**src/rtl/irq_ctrl_pkg.sv**
```systemverilog
// Constants and types shared by the I/O subsystem interrupt collector
package irq_ctrl_pkg;

    // Register and bus widths
    localparam int DATA_W = 32;
    localparam int IRQ_W = 15;

    // Register byte addresses
    localparam logic [31:0] ADDR_REQUEST = 32'h0008_0000;
    localparam logic [31:0] ADDR_MASK = 32'h0008_0004;
    localparam logic [31:0] ADDR_PENDING = 32'h0008_0008;

    // Reset values
    localparam logic [IRQ_W-1:0] MASK_RST = 15'h0000;
    localparam logic [IRQ_W-1:0] PEND_RST = 15'h0000;

    // Active level per source, one means active high; register bit i
    // carries documented bit 31-i, so bits 1, 5 and 6 are active high
    localparam logic [IRQ_W-1:0] ACTIVE_HIGH = 15'h0062;

    // Bus encodings
    localparam logic [1:0] HTRANS_NONSEQ = 2'h2;
    localparam logic [1:0] HTRANS_SEQ = 2'h3;
    localparam logic [2:0] HSIZE_WORD = 3'h2;
    localparam logic HRESP_OKAY = 1'h0;

    // Which register an address phase selects
    typedef enum logic [1:0] {
        SEL_NONE = 2'b00,
        SEL_REQUEST = 2'b01,
        SEL_MASK = 2'b10,
        SEL_PENDING = 2'b11
    } reg_sel_t;

endpackage

```
**src/rtl/irq_edge_sync.sv**
```systemverilog
// Synchroniser and active-edge detector for the interrupt input lines
`timescale 1ns/1ps
`default_nettype none
module irq_edge_sync #(
    parameter int W = 15,
    parameter logic [W-1:0] ACT_HIGH = '0
) (
    // Clock and reset
    input wire logic clk,
    input wire logic rst_n,
    // Lines from the devices and detected edges
    input wire logic [W-1:0] lines_in,
    output logic [W-1:0] rise
);

    typedef struct packed {
        logic [W-1:0] s1;
        logic [W-1:0] s2;
        logic [W-1:0] last;
    } sync_t;

    sync_t s_r;
    sync_t s_nxt;

    // Level seen as active after polarity correction
    function automatic logic [W-1:0] active_of(input logic [W-1:0] v);
        active_of = ~(v ^ ACT_HIGH);
    endfunction

    // Two flops before any logic; a line held active through reset fires nothing
    always_comb
    begin
        s_nxt = s_r;
        s_nxt.s1 = lines_in;
        s_nxt.s2 = s_r.s1;
        s_nxt.last = s_r.s2;
    end

    always_ff @(posedge clk or negedge rst_n)
    begin
        if (!rst_n)
        begin
            s_r <= {3{ACT_HIGH}};
        end
        else
        begin
            s_r <= s_nxt;
        end
    end

    // Transition into the active level, one cycle pulse
    assign rise = active_of(s_r.s2) & ~active_of(s_r.last);
endmodule
`default_nettype wire

```
**src/rtl/io_subsystem_irq_ctrl.sv**
```systemverilog
// Interrupt collector of the I/O subsystem with AHB-Lite register access
//
// The AHB-Lite slave port was left to the implementer.
`timescale 1ns/1ps
`default_nettype none
module io_subsystem_irq_ctrl (
    // Clock and reset
    input wire logic ref_clk,
    input wire logic resetn,
    // Subsystem reset strobe from the reset register, same clock
    input wire logic subsys_reset,
    // AHB-Lite slave
    input wire logic hsel,
    input wire logic [31:0] haddr,
    input wire logic [1:0] htrans,
    input wire logic hwrite,
    input wire logic [2:0] hsize,
    input wire logic hready,
    input wire logic [irq_ctrl_pkg::DATA_W-1:0] hwdata,
    output logic [irq_ctrl_pkg::DATA_W-1:0] hrdata,
    output logic hreadyout,
    output logic hresp,
    // Device interrupt lines, bit i is documented source 31-i
    input wire logic [irq_ctrl_pkg::IRQ_W-1:0] io_irq_in,
    // Interrupt request to the host controller
    output logic host_irq
);
    import irq_ctrl_pkg::*;

    // Reset release synchroniser
    logic rst_q1;
    logic rst_n;

    // Reset asserts at once and releases two edges later
    always_ff @(posedge ref_clk or negedge resetn)
    begin
        if (!resetn)
        begin
            rst_q1 <= 1'b0;
            rst_n <= 1'b0;
        end
        else
        begin
            rst_q1 <= 1'b1;
            rst_n <= rst_q1;
        end
    end

    // Whole state of the collector
    typedef struct packed {
        logic [IRQ_W-1:0] mask;
        logic [IRQ_W-1:0] pending;
        reg_sel_t wr_sel;
        logic [DATA_W-1:0] rdata;
        logic ready;
        logic irq;
    } state_t;

    state_t s_r;
    state_t s_nxt;

    // Detected active edges, one pulse per edge
    logic [IRQ_W-1:0] rise;

    // Decode helpers
    logic addr_ok;
    reg_sel_t addr_sel;
    logic [IRQ_W-1:0] ack_bits;
    logic clr_all;

    // Register selected by a bus address
    function automatic reg_sel_t decode(input logic [31:0] a);
        if (a == ADDR_REQUEST)
        begin
            decode = SEL_REQUEST;
        end
        else if (a == ADDR_MASK)
        begin
            decode = SEL_MASK;
        end
        else if (a == ADDR_PENDING)
        begin
            decode = SEL_PENDING;
        end
        else
        begin
            decode = SEL_NONE;
        end
    endfunction

    // Upper bits of every register read as zero
    function automatic logic [DATA_W-1:0] widen(input logic [IRQ_W-1:0] v);
        widen = {{(DATA_W - IRQ_W){1'b0}}, v};
    endfunction

    // Input synchroniser and edge detection
    irq_edge_sync #(
        .W(IRQ_W),
        .ACT_HIGH(ACTIVE_HIGH)
    ) u_edge (
        .clk(ref_clk),
        .rst_n(rst_n),
        .lines_in(io_irq_in),
        .rise(rise)
    );

    // Address phase qualification
    assign addr_ok = hsel && hready && (htrans == HTRANS_NONSEQ || htrans == HTRANS_SEQ);
    assign addr_sel = decode(haddr);

    // Next state: bus decode, pending update and request line
    always_comb
    begin
        s_nxt = s_r;
        s_nxt.wr_sel = SEL_NONE;
        s_nxt.rdata = '0;
        s_nxt.ready = 1'b1;
        ack_bits = '0;
        clr_all = (s_r.wr_sel == SEL_PENDING);

        // Reads answer in the data phase from the register set here
        if (addr_ok && !hwrite)
        begin
            unique case (addr_sel)
                SEL_REQUEST:
                begin
                    s_nxt.rdata = widen(s_r.pending & s_r.mask);
                    ack_bits = s_r.pending & s_r.mask;
                end
                SEL_MASK:
                begin
                    s_nxt.rdata = widen(s_r.mask);
                end
                SEL_PENDING:
                begin
                    s_nxt.rdata = widen(s_r.pending);
                end
                SEL_NONE:
                begin
                    s_nxt.rdata = '0;
                end
            endcase
        end

        // Mask and pending writes are remembered until their data phase; sub-word writes are
        // dropped since software only issues whole words
        if (addr_ok && hwrite && hsize == HSIZE_WORD)
        begin
            if (addr_sel == SEL_MASK || addr_sel == SEL_PENDING)
            begin
                s_nxt.wr_sel = addr_sel;
            end
        end

        // Mask write keeps only the implemented bits
        if (s_r.wr_sel == SEL_MASK)
        begin
            s_nxt.mask = hwdata[IRQ_W-1:0];
        end

        // Pending write clears all and beats a coinciding edge; otherwise a
        // new edge wins over the acknowledge of a request read
        if (clr_all)
        begin
            s_nxt.pending = '0;
        end
        else
        begin
            s_nxt.pending = (s_r.pending & ~ack_bits) | rise;
        end

        // Subsystem reset returns mask and pending to power-up state
        if (subsys_reset)
        begin
            s_nxt.mask = MASK_RST;
            s_nxt.pending = PEND_RST;
        end

        // Request line follows the unmasked pending set
        s_nxt.irq = |(s_nxt.pending & s_nxt.mask);
    end

    // State register
    always_ff @(posedge ref_clk or negedge rst_n)
    begin
        if (!rst_n)
        begin
            s_r.mask <= MASK_RST;
            s_r.pending <= PEND_RST;
            s_r.wr_sel <= SEL_NONE;
            s_r.rdata <= '0;
            s_r.ready <= 1'b1;
            s_r.irq <= 1'b0;
        end
        else
        begin
            s_r <= s_nxt;
        end
    end

    // Outputs straight from flops, hresp tied to OKAY; the slave never stalls or errors
    assign hrdata = s_r.rdata;
    assign hreadyout = s_r.ready;
    assign hresp = HRESP_OKAY;
    assign host_irq = s_r.irq;

    // Helper terms for the checks below
    logic rd_request;
    logic rd_pending;
    logic wr_pend_data;
    logic [IRQ_W-1:0] requests;

    assign rd_request = addr_ok && !hwrite && addr_sel == SEL_REQUEST;
    assign rd_pending = addr_ok && !hwrite && addr_sel == SEL_PENDING;
    assign wr_pend_data = (s_r.wr_sel == SEL_PENDING);
    assign requests = s_r.pending & s_r.mask;
endmodule
`default_nettype wire

```
**config.mk**
```make
export PLATFORM = sky130hd
export DESIGN_NAME = io_subsystem_irq_ctrl
export DESIGN_NICKNAME = d
export VERILOG_FILES = /design/src/rtl/irq_ctrl_pkg.sv /design/src/rtl/irq_edge_sync.sv /design/src/rtl/io_subsystem_irq_ctrl.sv
export SDC_FILE = /design/constraint.sdc
export NUM_CORES = 1
export LEC_CHECK = 0
export BUFFER_PORTS_ARGS = -buffer_cell sky130_fd_sc_hd__buf_2
export CELL_PAD_IN_SITES_DETAIL_PLACEMENT = 0
export CELL_PAD_IN_SITES_GLOBAL_PLACEMENT = 1
export CORE_ASPECT_RATIO = 0.7
export CORE_MARGIN = 2
export CORE_UTILIZATION = 39
export CTS_CLUSTER_DIAMETER = 40
export DETAILED_ROUTE_END_ITERATION = 10
export GPL_TIMING_DRIVEN = 0
export MAX_ROUTING_LAYER = met4
export PLACE_DENSITY_LB_ADDON = 0.2
export SYNTH_ARGS = -nofsm -noshare
export SYNTH_HDL_FRONTEND = slang
export SYNTH_HIERARCHICAL = 1
export SYNTH_SLANG_ARGS = --single-unit
export TNS_END_PERCENT = 5
```
**constraint.sdc**
```tcl
create_clock -name ref_clk -period 3.95 [get_ports ref_clk]
set_clock_uncertainty 0.05 [all_clocks]
set_input_delay 0.395 -clock ref_clk [delete_from_list [all_inputs] [get_ports ref_clk]]
set_output_delay 0.395 -clock ref_clk [all_outputs]
set_load 0.02 [all_outputs]
```
==> metrics.md, run 1 <==
| Metric | Value |
|---|---|
| Max_slew headroom | 57.6% |
| H-tree lvl count | 3 |
| Most numerous cell in the Yosys netlist | dfrtp_1 |
| CP peak stage delay | 0.55 ns |
| Routed length per instance | 15.5 um |
| Syn avg cell area | 11.8 um^2 |
| Number of flops mapped to enable cells by yosys | 0 |
| Largest family of logic cells by synthesized area | simple AND/OR/NAND/NOR gates |
| Fmax achieved | 0.420 GHz |
| Core ar. | 9830 um^2 |
| Share of the synthesized area in the top cell type | 53.7% |
| HP Class | input port to flip-flop |
| PD cells | 416 nW/um^2 |
| Row Count | 30 |
| Resized Gates After CTS | 0 |
| Outcome | finished clean |
| Final #Nets | 545 |
| DP HPWL | 6790 um |
| Buffer and inverter count on the worst path | 1 |
| Synthesis-stage register bit count | 95 |
| FF-to-FF path depth | 8 |
| Final WL | 9100 um |
| Largest net degree at the start of global routing | 48 |
| Final hold vios | 0 |
| Setup TNS | 0 ns |
| Die ar. | 11100 um^2 |
| Die W | 125 um |
| Maxcap violations | 0 |
| I/O pin count | 125 |
| Worst-Skew Late Latency | 0.34 ns |
| Final setup vio count | 0 |
| Maximum net fanout on the critical path | 10 |
| Distinct cells, synth | 45 |
| CTS tree | yes |
| Synth Area in Compound Gates | 9.02% |
| Die H | 88.8 um |
| WP data arrival | 2.53 ns |
| Number of global-route vias before repair | 2820 |
| Cell taking the most area after synthesis | dfrtp_1 |
| Maximum VDD drop | 0.256 mV |
| Crit. End Element | flip-flop |
| DRT antenna net count | 0 |
| Clk sinks | 95 |
| Yosys warning count | 6 |
| First-pass DRT Iterations | 4 |
| Number of I/O port buffers | 85 |
| Asr flop ratio synth | 100% |
| Highest-delay cell along the critical path | dfrtp_1 |
| Total CTS buffers | 9 |
| Max Buffers Root-to-Sink | 2 |
| Area delta synth->final | 24.9% |
| Top cells by area, synth | dfrtp_1, buf_4, dfstp_2 |
| Sequential share of the synthesized area | 59.6% |
| Top_reg_cell synth | dfrtp_1 |
| Post-synthesis simple-gate area fraction | 21.2% |
| Synthesized area | 4010 um^2 |
| Number of cells on the critical path | 8 |
| Cells after synthesis | 339 |
| Top delay family on crit path | compound AO/OA/AOI/OAI gates |
| Final period utilization | 60.3% |
| Initial antenna violation count | 0 |
| Worst-margin pin slew | 0.636 ns |
| First-pass GRT wire length | 14800 um |
| Antenna cells | 0 |
| Adder-cell share of the synthesized area | 0% |
| Post-synthesis mux area share | 2.00% |
| Hold Path Depth | 1 |
| Grt total ovfl | 0 |
| RD Place Congestion | 0.871 |
| Vias per inst | 4.81 |
| DRT iter0 DRCs | 228 |
| RSZ-0062 raised after global routing | no |
| Total power | 2.08 mW |
| Via count | 2823 |
| DRC viols | 0 |
| CTS root buf | clkbuf_16 |
| Initial Util | 40.8% |
| CP startpoint kind | flip-flop |
| Reg clk slew, reported paths | 0.06 ns |
| List of most frequent post-synthesis cells | dfrtp_1, nor2_1, buf_4 |
| Total track usage | 18.2% |
| Pleak | 2.35 nW |
| # Post-CTS Setup Buffers | 0 |
| CP Class | flip-flop to flip-flop |
| Final core occ | 50.9% |
| Synth Area in XOR/XNOR | 0.218% |
| Slew Limit Fails | 0 |
| Tmin final | 2.38 ns |
| CP required | 4.10 ns |
| Cell Chain, Critical Path | and2b_4 > buf_6 > mux2i_1 > nor2_1 > a221oi_1 > nand4_1 > a21oi_1 > o21ai_1 |
| Share of layout cells above drive strength 1 | 36.2% |
through the flow:
stage               setup WS [ns]  hold WS [ns]  cell area (um^2)  instances
finish                       1.57         0.101              5010        587
global route                 1.44        0.0805              5010        587
CTS                          1.61        0.0885              5010        587
detailed placement           1.39         0.136              4690        571
global placement            0.120         0.131              4660        570
floorplan                    1.07        0.0494              4080        357
flip-flops by register name, summed over array words and instances, names as in the netlist:
name          cells
host_irq          1
hrdata           15
rst_n             1
rst_q1            1
s_r              32
u_edge/s_nxt     30
u_edge/s_r       15
cell type report:
class	instances	area (um^2)
fill	889	4820
sequential	95	2390
multi-input combinational	216	1380
timing repair buffer	87	463
buffer	45	310
clock buffer	11	233
tap	128	160
clock inverter	4	72.6
inverter	1	3.75
per-layer routing:
| layer | track usage, % | wire length, um |
|---|---|---|
| met2 | 26.3 | 4070 |
| met3 | 5.32 | 466 |
| met1 | 24.8 | 4430 |
| met5 | - | 0 |
| met4 | 6.16 | 128 |
layout by cell type (no fill, tap or decap), types with 2 or more instances in the layout:
cell / count
buf_2: 87
dfrtp_1: 85
nor2_1: 40
buf_4: 35
nand2_1: 20
conb_1: 20
a21oi_1: 16
o22ai_1: 15
nor2b_4: 15
nand3b_1: 13
clkbuf_1: 9
nand2b_1: 9
clkbuf_16: 9
dfstp_2: 9
mux2i_1: 8
o21ai_1: 8
a22oi_1: 7
nor4_1: 6
nand4bb_1: 6
nand4_1: 5
nor4b_1: 3
nor3_1: 2
a221oi_1: 2
bufinv_16: 2
timing repair:
action                                  CTS  global route
hold buffers                              1             0
endpoints found under the setup margin    0             0
hold endpoints to repair                  2             0
final timing paths:
path / start / endpoint / slack [ns]
setup / recovery: s_r[35] / host_irq / 1.57
hold / removal: io_irq_in[1] / u_edge/s_nxt[16] / 0.10
setup reg to reg: s_r[35] / host_irq / 1.57
hold reg to reg: u_edge/s_nxt[22] / u_edge/s_nxt[7] / 0.30
max in group asynchronous: rst_n / u_edge/s_nxt[5] / 2.86
min in group asynchronous: rst_n / s_r[38] / 0.31
kinds of logic (layout without fill, tap and decap cells):
logic type      count (synthesis)  count (layout)
mux                             8               8
simple gates                  130             130
compound gates                 57              57
xor+xnor                        1               1
flops                          95              95
buf+inv                        46             148
other cells                     2              20
power by group:
part | internal, mW | switching (mW) | total [mW]
combinational | 0.0739 | 0.0786 | 0.152
clock | 0.550 | 0.337 | 0.887
sequential | 1.01 | 0.0329 | 1.04
total | 1.64 | 0.448 | 2.08
No activity file was read; power rests on OpenSTA's default activity.
==> inputs of run 2 (changes only) <==
--- a/config.mk
+++ b/config.mk
@@ -5,12 +5,13 @@
 export SDC_FILE = /design/constraint.sdc
 export NUM_CORES = 1
 export LEC_CHECK = 0
+export ABC_AREA = 1
 export BUFFER_PORTS_ARGS = -buffer_cell sky130_fd_sc_hd__buf_2
 export CELL_PAD_IN_SITES_DETAIL_PLACEMENT = 0
 export CELL_PAD_IN_SITES_GLOBAL_PLACEMENT = 1
 export CORE_ASPECT_RATIO = 0.7
 export CORE_MARGIN = 2
-export CORE_UTILIZATION = 39
+export CORE_UTILIZATION = 35
 export CTS_CLUSTER_DIAMETER = 40
 export DETAILED_ROUTE_END_ITERATION = 10
 export GPL_TIMING_DRIVEN = 0
==> constraint.sdc (replaced) <==
create_clock -name ref_clk -period 2 [get_ports ref_clk]
set_clock_uncertainty 0.05 [all_clocks]
set_input_delay 0.2 -clock ref_clk [delete_from_list [all_inputs] [get_ports ref_clk]]
set_output_delay 0.2 -clock ref_clk [all_outputs]
set_load 0.02 [all_outputs]
==> metrics.md, run 2 <==
| Metric | Value |
|---|---|
| Outcome | finished clean |
| Final hold vios | 0 (unchanged) |
| Maxcap violations | 0 (unchanged) |
| Placement-stage cell area | 5160 um^2 (+10%) |
| Post-route design area | 5630 um^2 (+12%) |
| Tmin final | 1.86 ns (-0.528 ns) |
| Worst-Skew Late Latency | 0.34 ns (about the same) |
| Yosys warning count | 6 (unchanged) |
| Synthesized area | 4430 um^2 (+11%) |
| Die H | 98.2 um (+10%) |
| RD Place Congestion | 0.805 (-7.5%) |
| Share of layout cells above drive strength 1 | 33.6% (-2.6 points) |
| Pre-CTS setup slack | -0.00781 ns (-1.40 ns) |
| Antenna cells | 0 (unchanged) |
| Worst reg2reg path endpoint | host_irq |
| WP data arrival | 2.08 ns (-0.45 ns) |
| Clk pwr share | 42.2% (-0.4 points) |
| FF-to-FF path depth | 10 (+2) |
| Max Buffers Root-to-Sink | 2 (unchanged) |
| Syn avg cell area | 9.08 um^2 (-23%) |
| H-tree lvl count | 3 (unchanged) |
| Fillers | 1234 (+39%) |
| Commonest non-fill, non-tap cells in the layout | inv_1, buf_2, dfrtp_1, nand2_1, nand3_1 |
| Portion of total power attributed to sequential cells | 49.7% (-0.4 points) |
| Sequential share of the synthesized area | 53.9% (-5.7 points) |
| CP startpoint kind | flip-flop |
| Total track usage | 15.7% (-2.5 points) |
| Worst-margin pin slew | 0.682 ns (+0.0456 ns) |
| Cell taking the most area after synthesis | dfrtp_1 |
| Most numerous cell in the Yosys netlist | inv_1 |
| Distinct cells, synth | 32 (-29%) |
| Max reg flops | 32 (unchanged) |
| Crit. End Element | flip-flop |
| Number of I/O port buffers | 86 (+1.2%) |
| RSZ-0062 raised after global routing | yes |
| Final setup vio count | 0 (unchanged) |
| Synthesis-stage register bit count | 95 (unchanged) |
| List of most frequent post-synthesis cells | inv_1, dfrtp_1, nand2_1 |
| HP Class | input port to asynchronous set/reset pin |
| Most common cell after layout, fill and taps aside | inv_1 |
| Fmax achieved | 0.539 GHz (+28%) |
| Number of flops mapped to enable cells by yosys | 0 (unchanged) |
| Final period utilization | 92.8% (+32 points) |
| PD cells | 728 nW/um^2 (+75%) |
| Maximum net fanout on the critical path | 10 (unchanged) |
| DP HPWL | 6880 um (+1.4%) |
| I/O pin count | 125 (unchanged) |
| # Post-CTS Setup Buffers | 0 (unchanged) |
| Cells after synthesis | 488 (+44%) |
| First-pass GRT wire length | 16300 um (+10%) |
| Vias per inst | 4.30 (-11%) |
| Logic pwr share | 8.1% (+0.8 points) |
| Placed Instances | 755 (+32%) |
| DRC viols | 0 (unchanged) |
| CP required | 2.22 ns (-1.88 ns) |
| Share of the synthesized area in the top cell type | 48.5% (-5.1 points) |
| DRT antenna net count | 0 (unchanged) |
| Final setup margin | 0.145 ns (-1.42 ns) |
| Core ar. | 12400 um^2 (+26%) |
| Filler-free cell count of the finished design | 787 (+34%) |
| Reg clk slew, reported paths | 0.07 ns (about the same) |
| Initial Util | 35.8% (-5.0 points) |
| Initial antenna violation count | 0 (unchanged) |
| CP Class | flip-flop to flip-flop |
| Top_reg_cell synth | dfrtp_1 |
| Clk sinks | 95 (unchanged) |
| Reg-to-Reg Start | s_r[35] |
| Largest net degree at the start of global routing | 67 (+40%) |
| Die W | 139 um (+11%) |
| Worst reg-to-reg setup slack | 0.14 ns (-1.42 ns) |
| Maximum VDD drop | 0.494 mV (+93%) |
| Pleak | 2.94 nW (+25%) |
| Max_slew headroom | 54.6% (-3.0 points) |
| Pint | 3.13 mW (+91%) |
| Area delta synth->final | 27.0% |
| Total CTS buffers | 9 (unchanged) |
| Net Switching | 968 uW (+120%) |
| Switch share | 23.6% (+2.1 points) |
| Asr flop ratio synth | 100% (unchanged) |
| Top cells by area, synth | dfrtp_1, inv_1, buf_4 |
| CTS tree | yes |
| Grt total ovfl | 0 (unchanged) |
| First-pass DRT Iterations | 4 (unchanged) |
| Die ar. | 13600 um^2 (+22%) |
| Storage cell area | 2390 um^2 (unchanged) |
| Reg with most FFs | s_r |
| Final WL | 9790 um (+7.6%) |
| Final core occ | 45.5% (-5.4 points) |
| DRT iter0 DRCs | 247 (+8.3%) |
| Row Count | 34 (+13%) |
| CTS root buf | clkbuf_16 |
| Number of global-route vias before repair | 3303 (+17%) |
| Area of the multi-input gates | 1370 um^2 (-0.73%) |
| Via count | 3384 (+20%) |
| Final #Nets | 710 (+30%) |
| Slew Limit Fails | 0 (unchanged) |
| Routed length per instance | 12.4 um (-20%) |
[run 2: changes by cell type after synthesis, moves of 17 or more]
cell     change
inv_1       +96
nand2_1     +44
nand3_1     +36
nor2_1      -17
nor2_2      +19
[run 2: what timing repair did]
| action | in CTS | in global routing |
|---|---|---|
| hold buffers | 16 | 0 |
| resized for setup | 0 | 1 |
| hold endpoints to repair | 17 | 0 |
| endpoints found under the setup margin | 0 | 11 |
[run 2: routing by layer]
metal  track usage (%)  vias up  share of wire [%]
met2              23.3       98                 44
met4              4.47        0                1.3
met3              4.32        9                6.3
li1                  -     1729                  -
met5                 -        -                  0
met1              21.1     1548                 48
[run 2: how the worst max path moves through the flow]
| stage | from | endpoint | slack [ns] | cells after the start |
|---|---|---|---|---|
| global route | s_r[35] | host_irq | -0.12 | 10 |
| floorplan | rst_n | host_irq | 0.36 | 0 |
| detailed placement | hwrite | host_irq | -0.008 | 14 |
| CTS | s_r[34] | s_r[41] | 0.05 | 7 |
| global placement | rst_n | hrdata[6] | -0.25 | 0 |
| finish | s_r[35] | host_irq | 0.14 | 10 |
[run 2: layout make-up]
type | count | area share [%]
Sequential cell | 95 | 42.5
Multi-Input combinational cell | 260 | 24.2
Timing Repair Buffer | 103 | 11.0
Inverter | 102 | 6.80
Buffer | 49 | 6.51
Clock buffer | 9 | 4.00
Tap cell | 162 | 3.60
Clock inverter | 7 | 1.40
[run 2: power by group through the flow]
stage,logic [mW],clock network [mW],registers (mW)
3_5_place_dp,0.312,0,2.07
5_1_grt,0.379,1.87,2.05
6_report,0.334,1.73,2.04
3_3_place_gp,0.274,0,2.10
2_1_floorplan,0.178,0,2.08
4_1_cts,0.336,1.79,2.04
[run 2: logic make-up after synthesis]
kind of cell	share of synthesized area [%]
flip-flops	53.9
AO/OA/AOI/OAI	7.03
AND/OR/NAND/NOR	22.0
other	0.169
buffers and inverters	16.9
[run 2: per-stage QoR]
step                TNS (ns)  total power, mW  hold WS [ns]
CTS                        0             4.16        0.0951
global placement      -20.28             2.37       -0.0649
detailed placement  -0.00781             2.39       -0.0618
finish                     0             4.10         0.109
global route          -0.115             4.29        0.0979
floorplan                  0             2.26        -0.146
[run 2: worst max-delay path: stages, from the launching register on]
cell and delay [ns]:
dfrtp_1 0.38, inv_1 0.05, nor2_1 0.03, inv_1 0.10
clkbuf_1 0.44, nor2_1 0.08, a211oi_1 0.27, nand3_1 0.14
nand3_1 0.12, nor2_1 0.06, nand2_1 0.07
==> inputs of run 3 (changes only) <==
--- a/config.mk
+++ b/config.mk
@@ -5,13 +5,12 @@
 export SDC_FILE = /design/constraint.sdc
 export NUM_CORES = 1
 export LEC_CHECK = 0
-export ABC_AREA = 1
 export BUFFER_PORTS_ARGS = -buffer_cell sky130_fd_sc_hd__buf_2
 export CELL_PAD_IN_SITES_DETAIL_PLACEMENT = 0
 export CELL_PAD_IN_SITES_GLOBAL_PLACEMENT = 1
 export CORE_ASPECT_RATIO = 0.7
 export CORE_MARGIN = 2
-export CORE_UTILIZATION = 35
+export CORE_UTILIZATION = 30
 export CTS_CLUSTER_DIAMETER = 40
 export DETAILED_ROUTE_END_ITERATION = 10
 export GPL_TIMING_DRIVEN = 0
==> metrics.md, run 3 (synthesis gave the netlist of run 1 again) <==
| Metric | Value |
|---|---|
| Outcome | finished with violations |
| Failing checks | negative setup slack |
| Via count | 2876 (-15%) |
| Die ar. | 14300 um^2 (+5.3%) |
| DRC viols | 0 (unchanged) |
| Worst-Skew Late Latency | 0.34 ns (about the same) |
| Die W | 142 um (+2.6%) |
| PD cells | 772 nW/um^2 (+6.1%) |
| Initial Util | 30.6% (-5.2 points) |
| Maximum net fanout on the critical path | 8 (-2) |
| Layer carrying the most global-route usage | met2 |
| Final hold vios | 0 (unchanged) |
| Pleak | 2.48 nW (-16%) |
| CP startpoint kind | flip-flop |
| Max Buffers Root-to-Sink | 2 (unchanged) |
| Most common cell after layout, fill and taps aside | buf_2 |
| Number of global-route vias before repair | 2903 (-12%) |
| Fillers | 1281 (+3.8%) |
| Commonest non-fill, non-tap cells in the layout | buf_2, dfrtp_1, buf_4, nor2_1 |
| First-pass DRT Iterations | 4 (unchanged) |
| Pre-CTS setup slack | -0.402 ns (-0.394 ns) |
| First-pass GRT wire length | 15700 um (-3.6%) |
| CP peak stage delay | 0.40 ns (-0.04 ns) |
| Core ar. | 13100 um^2 (+5.8%) |
| Final period utilization | 101% (+8.1 points) |
| Initial antenna violation count | 0 (unchanged) |
| Max_slew headroom | 57.6% (+3.0 points) |
| Reg clk slew, reported paths | 0.06 ns (about the same) |
| H-tree lvl count | 3 (unchanged) |
| Share of layout cells above drive strength 1 | 38.2% (+4.6 points) |
| I/O pin count | 125 (unchanged) |
| Area delta synth->final | 32.5% |
| Die H | 101 um (+2.6%) |
| Met3 Use GR | 3.90% (-0.42 points) |
| Crit. End Element | flip-flop |
| Reg with most FFs | s_r |
| Vias per inst | 4.42 (+2.9%) |
| Fmax achieved | 0.496 GHz (-8.0%) |
| Post-route design area | 5310 um^2 (-5.7%) |
| Final WL | 9740 um (-0.54%) |
| Grt total ovfl | 0 (unchanged) |
| CTS root buf | clkbuf_16 |
| CP required | 2.15 ns (-0.07 ns) |
| Maximum VDD drop | 0.449 mV (-9.2%) |
| Maxcap violations | 0 (unchanged) |
| M1 GR Usage | 21.0% (-0.11 points) |
| Highest-delay cell along the critical path | dfrtp_2 |
| DRT iter0 DRCs | 169 (-32%) |
| Setup TNS | -0.0164 ns (-0.0164 ns) |
| HP Class | input port to flip-flop |
| Total track usage | 15.0% (-0.65 points) |
| CTS tree | yes |
| Tmin final | 2.02 ns (+0.161 ns) |
| Final setup margin | -0.0164 ns (-0.161 ns) |
| DRT antenna net count | 0 (unchanged) |
| Cell Chain, Critical Path | and2b_4 > buf_12 > mux2i_1 > buf_4 > nor2_1 > a22oi_1 > nand4_1 > a21oi_2 > o21ai_1 |
| CP Class | flip-flop to flip-flop |
| Largest net degree at the start of global routing | 61 (-9.0%) |
| Routed length per instance | 15.0 um (+20%) |
| Met2 Use GR | 22.1% (-1.2 points) |
| Storage cell area | 2390 um^2 (+0.10%) |
| Worst-margin pin slew | 0.636 ns (-0.0452 ns) |
| Area of the multi-input gates | 1400 um^2 (+2.8%) |
| Max reg flops | 32 (unchanged) |
| Placement-stage cell area | 4740 um^2 (-8.2%) |
| WP data arrival | 2.17 ns (+0.09 ns) |
| Total power | 4.10 mW (+0.11%) |
| Slew Limit Fails | 0 (unchanged) |
| Clk sinks | 95 (unchanged) |
| Final setup vio count | 1 (+1) |
| Antenna cells | 0 (unchanged) |
| Row Count | 35 (+2.9%) |
| DP HPWL | 7010 um (+1.9%) |
| Total CTS buffers | 9 (unchanged) |
| RD Place Congestion | 0.890 (+11%) |
| Final #Nets | 569 (-20%) |
| RSZ-0062 raised after global routing | yes |
| Number of I/O port buffers | 85 (-1.2%) |
run 3: critical path: cells and delay by family (launching register included):
kind / cells / cell delay (ns)
multiplexers: 1 / 0.23
buffers and inverters: 2 / 0.28
AND/OR/NAND/NOR: 3 / 0.46
AO/OA/AOI/OAI: 3 / 0.45
flip-flops: 1 / 0.40
run 3: what timing repair did:
action	CTS	global route
endpoints found under the hold margin	17	0
pin swaps	4	0
buffers inserted	4	5
endpoints found under the setup margin	11	21
hold buffers	16	0
resized for setup	9	2
run 3: final timing paths:
path                               start          endpoint  slack [ns]  cells past startpoint
max in group asynchronous          rst_n  u_edge/s_nxt[21]        0.96                      1
worst max-delay path             s_r[34]          host_irq       -0.02                      9
min in group asynchronous         resetn             rst_n        0.11                      2
worst max register to register   s_r[34]          host_irq       -0.02                      9
worst min register to register     rst_n  u_edge/s_nxt[17]        0.23                      0
worst min-delay path            hsize[0]           s_r[35]         0.1                      4
run 3: power breakdown:
part | internal [mW] | switching [mW] | leakage, nW
Clock | 1.00 | 0.711 | 0.142
Sequential | 2.00 | 0.0604 | 1.19
Combinational | 0.165 | 0.166 | 1.15
Total | 3.17 | 0.938 | 2.48
run 3: final cells by class:
class                      instances  share of cell area [%]
buffer                            45                    6.03
multi-input combinational        216                    26.4
clock buffer                      11                    4.57
timing repair buffer             111                    12.8
clock inverter                     5                    1.11
inverter                           1                  0.0707
sequential                        95                    45.1
tap                              166                    3.91
run 3: stage by stage:
stage          instances  util (%)  hold slack (ns)
6_report             650      40.6           0.0975
2_1_floorplan        357         -           -0.146
4_1_cts              645      40.2           0.0809
5_1_grt              650      40.6            0.114
3_5_place_dp         609      36.2          -0.0627
3_3_place_gp         608      36.0          -0.0645
run 3: layer usage:
metal,part of all wire (%),up-vias
met3,4.7,7
met4,0.88,0
met1,50,1397
li1,-,1414
met2,44,58
met5,0,-
